`config.mk`:
```
export PLATFORM = sky130hd
export DESIGN_NAME = fcs_flash_seq
export DESIGN_NICKNAME = d
export VERILOG_FILES = /design/src/fcs_pkg.sv /design/src/fcs_mem_if.sv /design/src/fcs_array_mem.sv /design/src/fcs_flash_seq.sv
export VERILOG_INCLUDE_DIRS = /design/src
export SDC_FILE = /design/constraint.sdc
export NUM_CORES = 1
export LEC_CHECK = 0
export ABC_AREA = 1
export CELL_PAD_IN_SITES_DETAIL_PLACEMENT = 1
export CELL_PAD_IN_SITES_GLOBAL_PLACEMENT = 1
export CORE_MARGIN = 2
export CORE_UTILIZATION = 40
export DETAILED_ROUTE_END_ITERATION = 7
export DONT_BUFFER_PORTS = 1
export PLACE_DENSITY_LB_ADDON = 0.2
export SLEW_MARGIN = 5
export SYNTH_ARGS = -nofsm -noshare
export SYNTH_HDL_FRONTEND = slang
export SYNTH_SLANG_ARGS = --single-unit
```
`constraint.sdc`:
```
create_clock -name i_ref_clk -period 4.7 [get_ports i_ref_clk]
set_input_delay 0.47 -clock i_ref_clk [delete_from_list [all_inputs] [get_ports i_ref_clk]]
set_output_delay 0.47 -clock i_ref_clk [all_outputs]
set_load 0.03 [all_outputs]
```
`src/fcs_map.svh`:
```
// Overview of operation
// RULE1: Commands decode low byte; page data full word
// RULE2: CPU writes commands to even array addresses
// RULE3: CPU supplies 128 words, offsets 00 to FE
// RULE4: CPU gives block top address in cycle two
// RULE5: Ready/busy flag mirrors engine ready bit
// RULE6: CPU waits for ready before next command
// RULE7: CPU stays off flash while engine busy
// RULE8: CPU never reprograms a page before erase
// RULE9: 20 then D0 at top erases block
// RULE10: Erase start enters status mode, clears ready
// RULE11: Status mode held until FF, 71 or reset
// RULE12: A7 then D0 erases blocks in turn
// RULE13: Erase all skips locked blocks unless overridden
// RULE14: 77 then D0 at top locks block
// RULE15: After 71, read top gives lock on D6
// RULE16: Locked block refuses erase and program
// RULE17: Override unlocks all; erase resets lock bit
// RULE18: Locked attempt sets erase and program failure
// RULE19: CPU checks lock or sets override first
// RULE20: 41 plus 128 words loads and programs page
// RULE21: 70 makes next read return status
// RULE22: 50 clears the three error bits
// RULE23: Bad confirm sets failures; FF cancels to array
// RULE24: Unknown command code is ignored entirely
// RULE25: Array mode reads return array word; the sequencer returns zero for them
`ifndef FCS_MAP_SVH
`define FCS_MAP_SVH
`define FCS_CMD_READ_ARRAY   8'hff
`define FCS_CMD_READ_STATUS  8'h70
`define FCS_CMD_CLEAR_STATUS 8'h50
`define FCS_CMD_PAGE_PROGRAM 8'h41
`define FCS_CMD_BLOCK_ERASE  8'h20
`define FCS_CMD_ERASE_ALL    8'ha7
`define FCS_CMD_LOCK_PROGRAM 8'h77
`define FCS_CMD_READ_LOCK    8'h71
`define FCS_CMD_CONFIRM      8'hd0
`define FCS_PAGE_WORDS       8'h80
`define FCS_SR_READY_POS     7
`define FCS_SR_ERASE_FAIL    5
`define FCS_SR_PROG_FAIL     4
`define FCS_SR_OVERPROG      3
`define FCS_LOCK_DATA_POS    6
`define FCS_STATUS_RESET     8'h80
`define FCS_ADDR_W           12
`define FCS_BLOCK_SHIFT      9
`define FCS_NUM_BLOCKS       8
`define FCS_BLOCK_WORDS      10'h200
`define FCS_PROG_CYCLES      16'h0040
`endif

```
`src/fcs_pkg.sv`:
```
package fcs_pkg;
  // Read source selected for the next array-space read
  typedef enum logic [1:0] {FCS_RD_ARRAY, FCS_RD_STATUS, FCS_RD_LOCK} fcs_read_mode_t;
  // Command sequencer phase
  typedef enum logic [2:0] {FCS_IDLE, FCS_WAIT_CONFIRM, FCS_LOAD_PAGE, FCS_PROG, FCS_ERASE} fcs_state_t;
  // Which two-cycle command awaits confirm
  typedef enum logic [1:0] {FCS_PEND_ERASE, FCS_PEND_ALL, FCS_PEND_LOCK} fcs_pend_t;
endpackage

```
`src/fcs_mem_if.sv`:
```
`timescale 1ns/1ps
`default_nettype none
// Port between sequencer and the array store
interface fcs_mem_if;
  logic        we;     // Word write strobe
  logic [11:0] waddr;  // Word write address
  logic [15:0] wdata;  // Word write data
  logic [11:0] raddr;  // Word read address
  logic [15:0] rdata;  // Registered read data
  modport seq (output we, output waddr, output wdata, output raddr, input rdata);
  modport mem (input we, input waddr, input wdata, input raddr, output rdata);
endinterface
`default_nettype wire

```
`src/fcs_array_mem.sv`:
```
`timescale 1ns/1ps
`default_nettype none
`include "fcs_map.svh"
// Flash array model: word memory with registered read
module fcs_array_mem
(
  input  wire logic i_ref_clk,
  fcs_mem_if.mem    mem
);
  import fcs_pkg::*;
  logic [15:0] store_reg [0:(1<<`FCS_ADDR_W)-1]; // Cell contents

  // Write port; erase is done word by word by the sequencer
  always_ff @(posedge i_ref_clk)
  begin
    if (mem.we)
    begin
      store_reg[mem.waddr] <= mem.wdata;
    end
  end

  // Read data leave from a register
  always_ff @(posedge i_ref_clk)
  begin
    mem.rdata <= store_reg[mem.raddr];
  end
endmodule // fcs_array_mem
`default_nettype wire

```
`src/fcs_flash_seq.sv`:
```
`timescale 1ns/1ps
`default_nettype none
`include "fcs_map.svh"
// Flash command sequencer with block lock
module fcs_flash_seq
(
  input  wire logic        i_ref_clk,       // System clock
  input  wire logic        i_srst,          // System reset
  input  wire logic        i_flash_reset,   // Flash reset control bit
  input  wire logic        i_lock_override, // Lock override setting
  input  wire logic [12:0] i_addr,          // Byte address in user array
  input  wire logic [15:0] i_wdata,         // Write data
  input  wire logic        i_wr,            // Write strobe
  input  wire logic        i_rd,            // Read strobe
  output logic      [15:0] o_rdata,         // Read data, cycle after strobe
  output logic      [7:0]  o_status,        // Status readback value
  output logic             o_ready_busy_flag // Control register ready flag
);
  import fcs_pkg::*;

  fcs_mem_if mif();
  fcs_array_mem u_mem (.i_ref_clk(i_ref_clk), .mem(mif));

  fcs_state_t     state_reg;      // Sequencer phase
  fcs_read_mode_t rmode_reg;      // Read source
  fcs_pend_t      pend_reg;       // Awaiting confirm
  logic           ready_reg;      // Engine ready bit
  logic           efail_reg;      // Erase failure bit
  logic           pfail_reg;      // Program failure bit
  logic           ovp_reg;        // Over-programming bit
  logic [`FCS_NUM_BLOCKS-1:0] lock_reg; // Lock bits, 1 means unlocked
  logic [15:0]    page_reg [0:127]; // Page buffer
  logic [7:0]     pcnt_reg;       // Words loaded
  logic [3:0]     pblk_reg;       // Target page block
  logic [11:0]    pbase_reg;      // Page word base
  logic [15:0]    tcnt_reg;       // Operation progress count
  logic [3:0]     eblk_reg;       // Block being erased
  logic           eall_reg;       // Erase all in progress
  logic           rd_d_reg;       // Read pending
  logic           clr;            // Flash-level reset
  logic           cmd_ok;         // Write accepted while ready
  logic [7:0]     cmd;            // Low data byte
  logic [11:0]    waddr;          // Word address of access
  logic [2:0]     ablk;           // Block of access
  logic           err_any;        // Error bits block new work
  logic           blk_locked;     // Lock in force on addressed block
  logic           eblk_go;        // Current erase block allowed

  // Flash reset clears the sequencer but never the lock bits
  assign clr        = i_srst | i_flash_reset;
  assign cmd        = i_wdata[7:0]; // RULE1
  assign waddr      = i_addr[12:1];
  assign ablk       = waddr[11:9];
  assign cmd_ok     = i_wr & ready_reg; // RULE7
  assign err_any    = efail_reg | pfail_reg | ovp_reg;
  assign blk_locked = ~lock_reg[ablk] & ~i_lock_override; // RULE16
  assign eblk_go    = lock_reg[eblk_reg[2:0]] | i_lock_override; // RULE13

  // Array port: reads follow the bus, writes come from erase and program
  always_comb
  begin
    mif.raddr = waddr;
    mif.we    = 1'b0;
    mif.waddr = pbase_reg + {4'h0, tcnt_reg[7:0]};
    mif.wdata = page_reg[tcnt_reg[6:0]];
    if (state_reg == FCS_PROG && tcnt_reg < 16'(`FCS_PAGE_WORDS))
    begin
      mif.we = 1'b1; // RULE20
    end
    else if (state_reg == FCS_ERASE && eblk_go && tcnt_reg < 16'(`FCS_BLOCK_WORDS))
    begin
      mif.we    = 1'b1;
      mif.waddr = {eblk_reg[2:0], tcnt_reg[8:0]};
      mif.wdata = 16'hffff;
    end
  end

  // Page buffer load; full word is kept for data cycles
  always_ff @(posedge i_ref_clk)
  begin
    if (state_reg == FCS_LOAD_PAGE && i_wr)
    begin
      page_reg[waddr[6:0]] <= i_wdata; // RULE1
    end
  end

  // Command decoding and engine sequencing
  always_ff @(posedge i_ref_clk)
  begin
    if (clr)
    begin
      state_reg <= FCS_IDLE;
      rmode_reg <= FCS_RD_ARRAY; // RULE11
      pend_reg  <= FCS_PEND_ERASE;
      ready_reg <= 1'b1;
      efail_reg <= 1'b0;
      pfail_reg <= 1'b0;
      ovp_reg   <= 1'b0;
      pcnt_reg  <= 8'h00;
      pblk_reg  <= 4'h0;
      pbase_reg <= 12'h000;
      tcnt_reg  <= 16'h0000;
      eblk_reg  <= 4'h0;
      eall_reg  <= 1'b0;
      // Lock bits are nonvolatile: only the system reset starts them unlocked
      if (i_srst)
      begin
        lock_reg <= '1;
      end
    end
    else
    begin
      unique case (state_reg)
        // First cycle: new commands only while the engine is ready
        FCS_IDLE:
        begin
          if (cmd_ok)
          begin
            unique case (cmd)
              `FCS_CMD_READ_ARRAY:  rmode_reg <= FCS_RD_ARRAY; // RULE25
              `FCS_CMD_READ_STATUS: rmode_reg <= FCS_RD_STATUS; // RULE21
              `FCS_CMD_READ_LOCK:   rmode_reg <= FCS_RD_LOCK; // RULE15
              `FCS_CMD_CLEAR_STATUS:
              begin
                efail_reg <= 1'b0; // RULE22
                pfail_reg <= 1'b0;
                ovp_reg   <= 1'b0;
              end
              `FCS_CMD_PAGE_PROGRAM:
              begin
                if (!err_any)
                begin
                  state_reg <= FCS_LOAD_PAGE; // RULE20
                  pcnt_reg  <= 8'h00;
                end
              end
              `FCS_CMD_BLOCK_ERASE, `FCS_CMD_ERASE_ALL, `FCS_CMD_LOCK_PROGRAM:
              begin
                if (!err_any)
                begin
                  state_reg <= FCS_WAIT_CONFIRM;
                  pend_reg  <= (cmd == `FCS_CMD_BLOCK_ERASE) ? FCS_PEND_ERASE :
                               (cmd == `FCS_CMD_ERASE_ALL) ? FCS_PEND_ALL : FCS_PEND_LOCK;
                end
              end
              default: ; // RULE24
            endcase
          end
        end
        // Second cycle: only the confirm code starts work, FF backs out
        FCS_WAIT_CONFIRM:
        begin
          if (i_wr)
          begin
            state_reg <= FCS_IDLE;
            if (cmd == `FCS_CMD_READ_ARRAY)
            begin
              rmode_reg <= FCS_RD_ARRAY; // RULE23
            end
            else if (cmd != `FCS_CMD_CONFIRM)
            begin
              efail_reg <= 1'b1; // RULE23
              pfail_reg <= 1'b1;
            end
            else if (pend_reg == FCS_PEND_LOCK)
            begin
              lock_reg[ablk] <= 1'b0; // RULE14
            end
            else if (pend_reg == FCS_PEND_ERASE && blk_locked)
            begin
              efail_reg <= 1'b1; // RULE18
              pfail_reg <= 1'b1;
              rmode_reg <= FCS_RD_STATUS;
            end
            else
            begin
              state_reg <= FCS_ERASE; // RULE9 RULE12
              rmode_reg <= FCS_RD_STATUS; // RULE10
              ready_reg <= 1'b0; // RULE10
              eall_reg  <= (pend_reg == FCS_PEND_ALL);
              eblk_reg  <= (pend_reg == FCS_PEND_ALL) ? 4'h0 : {1'b0, ablk};
              tcnt_reg  <= 16'h0000;
            end
          end
        end
        // Page data: whole words, the upper byte is data here
        FCS_LOAD_PAGE:
        begin
          if (i_wr)
          begin
            pcnt_reg  <= pcnt_reg + 8'h01;
            pbase_reg <= {waddr[11:7], 7'h00};
            pblk_reg  <= {1'b0, ablk};
            if (pcnt_reg == `FCS_PAGE_WORDS - 8'h01)
            begin
              rmode_reg <= FCS_RD_STATUS; // RULE10
              tcnt_reg  <= 16'h0000;
              if (blk_locked)
              begin
                state_reg <= FCS_IDLE;
                efail_reg <= 1'b1; // RULE18
                pfail_reg <= 1'b1;
              end
              else
              begin
                state_reg <= FCS_PROG;
                ready_reg <= 1'b0; // RULE5
              end
            end
          end
        end
        // Program: copy the page into the store, then wait out the verify time
        FCS_PROG:
        begin
          tcnt_reg <= tcnt_reg + 16'h0001;
          if (tcnt_reg == `FCS_PROG_CYCLES + 16'(`FCS_PAGE_WORDS))
          begin
            state_reg <= FCS_IDLE;
            ready_reg <= 1'b1; // RULE5
          end
        end
        // Erase: fill a whole block with ones; erase-all walks every block
        FCS_ERASE:
        begin
          tcnt_reg <= tcnt_reg + 16'h0001;
          if (tcnt_reg == 16'(`FCS_BLOCK_WORDS))
          begin
            if (eblk_go)
            begin
              lock_reg[eblk_reg[2:0]] <= 1'b1; // RULE17
            end
            tcnt_reg <= 16'h0000;
            if (eall_reg && eblk_reg != 4'(`FCS_NUM_BLOCKS - 1))
            begin
              eblk_reg <= eblk_reg + 4'h1; // RULE12
            end
            else
            begin
              state_reg <= FCS_IDLE;
              ready_reg <= 1'b1; // RULE10
            end
          end
        end
        default: state_reg <= FCS_IDLE;
      endcase
    end
  end

  // Read pending marker for the registered read path
  always_ff @(posedge i_ref_clk)
  begin
    if (i_srst)
    begin
      rd_d_reg <= 1'b0;
    end
    else
    begin
      rd_d_reg <= i_rd;
    end
  end

  // Read data: status or lock bit, held only one cycle
  // Array-mode reads give zero: the store's registered word lands a cycle late
  always_ff @(posedge i_ref_clk)
  begin
    if (i_srst)
    begin
      o_rdata <= 16'h0000;
    end
    else if (i_rd)
    begin
      unique case (rmode_reg)
        FCS_RD_STATUS: o_rdata <= {8'h00, ready_reg, 1'b0, efail_reg, pfail_reg, ovp_reg, 3'h0}; // RULE21
        FCS_RD_LOCK:   o_rdata <= 16'(lock_reg[ablk]) << `FCS_LOCK_DATA_POS; // RULE15
        default:       o_rdata <= 16'h0000;
      endcase
    end
    else
    begin
      o_rdata <= 16'h0000;
    end
  end

  // Status and ready flag mirror the engine
  always_ff @(posedge i_ref_clk)
  begin
    if (clr)
    begin
      o_status          <= `FCS_STATUS_RESET;
      o_ready_busy_flag <= 1'b1;
    end
    else
    begin
      o_status          <= {ready_reg, 1'b0, efail_reg, pfail_reg, ovp_reg, 3'h0};
      o_ready_busy_flag <= ready_reg; // RULE5
    end
  end
endmodule // fcs_flash_seq
`default_nettype wire

```
==> run summary, run 1 <==
Largest family of logic cells by synthesized area = simple AND/OR/NAND/NOR gates
Vias per cell = 5.149
Diode count = 0
Mux share of post-synthesis cell area = 0%
Slew headroom = 31.63%
Post-synthesis adder-cell area fraction = 2.027%
Critical path data arrival time = 2410 ps
Setup ws final = 2432 ps
CP cell instances = inv_2, nand3_1, inv_2, nand3_1, a21oi_2, nand2_1, nand2_1, a21oi_1
Worst slack, placed = 2471 ps
Fin Hold WS = 339.6 ps
Vias = 3,455
Share of layout cells above drive strength 1 = 10.18%
Fillers = 1,234
Number of H-tree levels = 2
Number of nets in the layout = 600
Global route overflow = 0
# resized after CTS = 0
Mapped Cells = 567
Initial antenna violation count = 0
DRC viols = 0
Max-slew violation count = 0
Simple-gate area share of the yosys netlist = 38.45%
TritonCTS buffer count = 5
Crit path kind = flip-flop to flip-flop
Post-synthesis cell area = 3704 sq um
Clock sink total = 51
Ports = 60
Gr usage total = 19.66%
Slew @ Worst Pin = 1024 ps
Cell Rows = 35
Number of enable flip-flop cells after synthesis = 8
Max cap viols = 0
Startpoint Class = flip-flop
Avg WL per Cell = 13.99 um
Die W = 100.2 um
Hold WC Path Type = input port to flip-flop
Syn avg cell area = 6.532 sq um
Die area = 10,050 sq um
Max stage delay on crit path = 510 ps
Routed Antenna Nets = 0
Run status = finished, final reports clean
Critical path endpoint category = flip-flop
First-pass GRT wire length = 16,280 um
DRT Wirelength = 9390 um
Vias in the first global route = 3,532
Final setup TNS = 0 ps
Total leakage power = 1.579 nW
Data required, critical path = 4840 ps
Maximum root-to-sink buffer count = 2
Post-route minimum period = 2268 ps
Final setup fails = 0
Post-synthesis compound-gate area fraction = 13.14%
Worst skew pair latency = 310 ps
Netlist cell types = 43
Maximum vdd drop = 0.0001048 V
Max reg flops = 16
Root buffer cell = clkbuf_8
Register clock-pin slew on the reported worst setup and hold paths = 90 ps
Chip height = 100.2 um
IO Port Bufs = 0
Yosys Warn Count = 0
Ys flop type = dfxtp_1
#FFs+latches synth = 51
Largest net degree at the start of global routing = 25
Power Density = 214.8 nW/um^2
Final Core Density = 41.55%
Asr flop ratio synth = 0%
Sequential fraction of the synthesis area = 29.73%
1st-pass router iterations = 4
Count of final hold-check violations = 0
CORE AREA = 9109 sq um
Setup Fix Bufs, Post-CTS = 0
Detailed Route Iter0 Violations = 80
CP max FO = 24
Hpwl dp = 7221 um
P&R area growth vs syn = 2.196%
RSZ-0062 raised after global routing = no
GPL Wtd Cong = 0.8193
Hold_buf cts = 0
CTS tree = done
F_max = 441.0 MHz
Post-Synth XOR/XNOR Area = 2.601%
Initial Util = 40.66%
Crit-path slowest cell = inv_2
Fin crit share = 48.25%
Final clock skew = 12.06 ps
==> report_power, final <==
| part | internal (mW) | switching, mW |
|---|---|---|
| Combinational | 0.0166 | 0.0595 |
| Clock | 0.135 | 0.155 |
| Sequential | 0.445 | 0.00198 |
| Total | 0.596 | 0.217 |
==> cells by family after synthesis <==
kind of cell / Yosys count
buffers and inverters: 104
other: 1
flip-flops: 51
AND/OR/NAND/NOR: 315
AO/OA/AOI/OAI: 79
adder cells (fa/ha/maj): 6
XOR/XNOR: 11
==> per-layer routing <==
layer | up-vias | track usage (%) | wire, um
met4 | 0 | 4.742 | 120
met1 | 1627 | 25.44 | 4530
met2 | 36 | 34.64 | 4501
met3 | 14 | 2.577 | 237
met5 | - | 0 | 0
li1 | 1778 | - | -
==> worst paths after layout <==
kind	from	to	slack (ps)	cells after the start
max reg2reg	state_reg[1]	eblk_reg[3]	2430	8
min	i_rd	o_rdata[7]	340	2
min reg2reg	pend_reg[0]	pend_reg[0]	500	2
max	state_reg[1]	eblk_reg[3]	2430	8
==> worst max-delay path, delay by kind of cell (launching register included) <==
family | cells | cell delay [ps]
AOI/OAI and AO/OA | 2 | 340
buffers and inverters | 2 | 590
and+or+nand+nor | 4 | 800
DFF | 1 | 360
==> area by class of cell <==
| cell class | count | area (sq um) | area share, % |
|---|---|---|---|
| Inverter | 72 | 291.5 | 7.702 |
| Clock buffer | 8 | 100.1 | 2.645 |
| Tap cell | 111 | 138.9 | 3.669 |
| Multi-Input combinational cell | 428 | 2146 | 56.69 |
| Sequential cell | 51 | 1101 | 29.09 |
| Timing Repair Buffer | 1 | 7.507 | 0.1983 |
==> Yosys cell counts, types with 5 or more instances <==
master	number	area (sq um)
clkbuf_1	6	22.52
dfxtp_1	43	860.8
ha_1	6	75.07
nand2_2	19	118.9
inv_2	5	18.77
edfxtp_1	8	240.2
inv_1	65	244.0
a21oi_1	17	85.08
o211ai_1	6	45.04
o21ai_0	31	155.2
nand4_1	10	62.56
nand2_1	125	469.2
buf_4	21	157.7
nor2_1	73	274.0
nand3_1	58	290.3
xor2_1	8	70.07
nor3_1	16	80.08
a21oi_2	11	96.34
==> through the flow <==
stage / area [sq um] / total power [mW] / cells
after floorplan: 3764 / 0.5323 / 583
final: 3785 / 0.8129 / 671
after detailed placement: 3685 / 0.5329 / 663
after CTS: 3785 / 0.8212 / 671
after global placement: 3685 / 0.5313 / 663
after global routing: 3785 / 0.8458 / 671
==> layout by cell type (no fill, tap or decap), types with 16 or more instances in the layout <==
cell type and instances:
nand2_1 125, nor2_1 73, inv_1 65, nand3_1 58
dfxtp_1 43, o21ai_0 31, nand2_2 19, a21oi_1 17
conb_1 17, nor3_1 16
(Power assumes the default switching activity.)
==> run 2: changes to the inputs <==
clock period = 2 ns   (was 4.7 ns; I/O delays follow)
==> run 2 against run 1 <==
  * Global-route usage rose by 1.2 points
  * Setup slack lost 2200 ps
  * First-iteration DRC count decreased by 8.8%
  * Fmax increased by 25%
  * Via count rose by 3.1%
  * Utilization rose by 1.5 points
  * Critical path depth stayed put
  * Clock skew down 3.5 ps
==> run summary, run 2 (synthesized netlist as in run 1, its figures left out) <==
Initial Util = 40.66% (unchanged)
Overall power = 1.946 mW (was 0.8129 mW)
Largest delay share family, worst path = simple AND/OR/NAND/NOR gates (unchanged)
Data required, critical path = 2010 ps (was 4840 ps)
FF-to-FF path depth = 8 (unchanged)
Ports = 60 (unchanged)
Avg WL per Cell = 14.26 um (was 13.99 um)
Diode count = 0 (unchanged)
Hold WC Path Type = input port to flip-flop (unchanged)
Hpwl dp = 7761 um (was 7221 um)
Largest net degree at the start of global routing = 22 (was 25)
Gr usage total = 20.90% (was 19.66%)
GPL Wtd Cong = 0.8417 (was 0.8193)
Post-route minimum period = 1809 ps (was 2268 ps)
Number of nets in the layout = 616 (was 600)
Global route overflow = 0 (unchanged)
Worst Setup EP = lock_reg[7] (was eblk_reg[3])
R2r startpoint = tcnt_reg[0] (was state_reg[1])
CORE AREA = 9109 sq um (unchanged)
Critical path buffers and inverters = 1 (was 2)
Crit path kind = flip-flop to flip-flop (unchanged)
Routed Antenna Nets = 0 (unchanged)
Max stage delay on crit path = 330 ps (was 510 ps)
Max reg flops = 16 (unchanged)
Vias per cell = 5.186 (was 5.149)
Final setup TNS = 0 ps (unchanged)
IO Port Bufs = 0 (unchanged)
Final setup fails = 0 (unchanged)
Fin crit share = 90.43% (was 48.25%)
Register clock-pin slew on the reported worst setup and hold paths = 100 ps (was 90 ps)
TritonCTS buffer count = 5 (unchanged)
Commonest non-fill, non-tap cell in the layout = nand2_1 (unchanged)
Setup ws final = 191.3 ps (was 2432 ps)
Max cap viols = 0 (unchanged)
Final Core Density = 43.01% (was 41.55%)
Crit-path slowest cell = dfxtp_1 (was inv_2)
Initial antenna violation count = 0 (unchanged)
Fin cells = 687 (was 671)
Dpl cells = 679 (was 663)
Root buffer cell = clkbuf_8 (unchanged)
Run status = finished, final reports clean (unchanged)
Max-slew violation count = 0 (unchanged)
RSZ-0062 raised after global routing = no (unchanged)
CTS tree = done (unchanged)
Setup Fix Bufs, Post-CTS = 0 (unchanged)
Vias = 3,563 (was 3,455)
Critical path data arrival time = 1820 ps (was 2410 ps)
Chip height = 100.2 um (unchanged)
Number of H-tree levels = 2 (unchanged)
Slew headroom = 61.68% (was 31.63%)
Most frequent cells in the layout = 124 x nand2_1, 72 x nor2_1, 65 x inv_1 (was 125 x nand2_1, 73 x nor2_1, 65 x inv_1)
Final clock skew = 8.586 ps (was 12.06 ps)
CP cell instances = inv_1, ha_1, nand3_1, nor2_1, nand4_1, o21ai_0, nand3b_1, nand2_2 (was inv_2, nand3_1, inv_2, nand3_1, a21oi_2, nand2_1, nand2_1, a21oi_1)
Clock sink total = 51 (unchanged)
Count of final hold-check violations = 0 (unchanged)
Die W = 100.2 um (unchanged)
First-pass GRT wire length = 17,040 um (was 16,280 um)
Slew @ Worst Pin = 574.0 ps (was 1024 ps)
Total leakage power = 1.667 nW (was 1.579 nW)
R2r setup slk = 190 ps (was 2430 ps)
DRC viols = 0 (unchanged)
Startpoint Class = flip-flop (unchanged)
Maximum vdd drop = 0.0002695 V (was 0.0001048 V)
Critical path endpoint category = flip-flop (unchanged)
Share of layout cells above drive strength 1 = 13.19% (was 10.18%)
Vias in the first global route = 3,662 (was 3,532)
Maximum root-to-sink buffer count = 2 (unchanged)
F_max = 552.9 MHz (was 441.0 MHz)
Fin Hold WS = 65.39 ps (was 339.6 ps)
RR Endpoint = lock_reg[7] (was eblk_reg[3])
Levels on crit path = 8 (unchanged)
Die area = 10,050 sq um (unchanged)
Power Density = 496.7 nW/um^2 (was 214.8 nW/um^2)
Cell Rows = 35 (unchanged)
Placed cell area = 3805 sq um (was 3685 sq um)
Worst Setup SP = tcnt_reg[0] (was state_reg[1])
Finished Cell Area = 3918 sq um (was 3785 sq um)
Detailed Route Iter0 Violations = 73 (was 80)
Worst skew pair latency = 320 ps (was 310 ps)
1st-pass router iterations = 4 (unchanged)
Worst slack, placed = 33.20 ps (was 2471 ps)
P&R area growth vs syn = 5.777% (was 2.196%)
DRT Wirelength = 9798 um (was 9390 um)
CP max FO = 8 (was 24)
## run 2: cell type report
class,instances,area [sq um]
Inverter,72,291.5
Timing Repair Buffer,17,127.6
Clock buffer,6,93.84
Fill cell,1244,5191
Multi-Input combinational cell,428,2151
Sequential cell,51,1101
Clock inverter,2,13.76
Tap cell,111,138.9
## run 2: worst reg2reg max path, cell delays in order, from the launching register on
cell and delay, ps:
dfxtp_1 330, inv_1 70, ha_1 170, nand3_1 80
nor2_1 180, nand4_1 170, o21ai_0 210, nand3b_1 110
nand2_2 190
## run 2: worst min-delay path by stage
stage / start / endpoint / slack [ps] / cells past startpoint
2_1_floorplan: i_rd / o_rdata[5] / 370 / 2
3_3_place_gp: i_rd / o_rdata[5] / 390 / 2
3_5_place_dp: i_rd / o_rdata[6] / 400 / 2
4_1_cts: i_rd / o_rdata[6] / 60 / 2
5_1_grt: i_rd / o_rdata[5] / 70 / 2
6_report: i_rd / o_rdata[5] / 70 / 2
## run 2: power by group
group,internal [mW],switching (mW)
logic,0.0446,0.141
registers,1.04,0.00470
clock network,0.324,0.388
total,1.41,0.533
## run 2: repair_timing
| item | 4_1_cts | 5_1_grt |
|---|---|---|
| gates resized for setup | 0 | 2 |
| setup endpoints to repair | 0 | 9 |
| hold buffers | 0 | 0 |
## run 2: layer usage
metal  global-route usage [%]  vias to the layer above  share of wire [%]
li1                         -                     1814                  -
met1                    25.60                     1704                 46
met2                    38.26                       38                 51
met3                    3.064                        7                2.3
met4                    5.163                        0               0.98
met5                        0                        -                  0
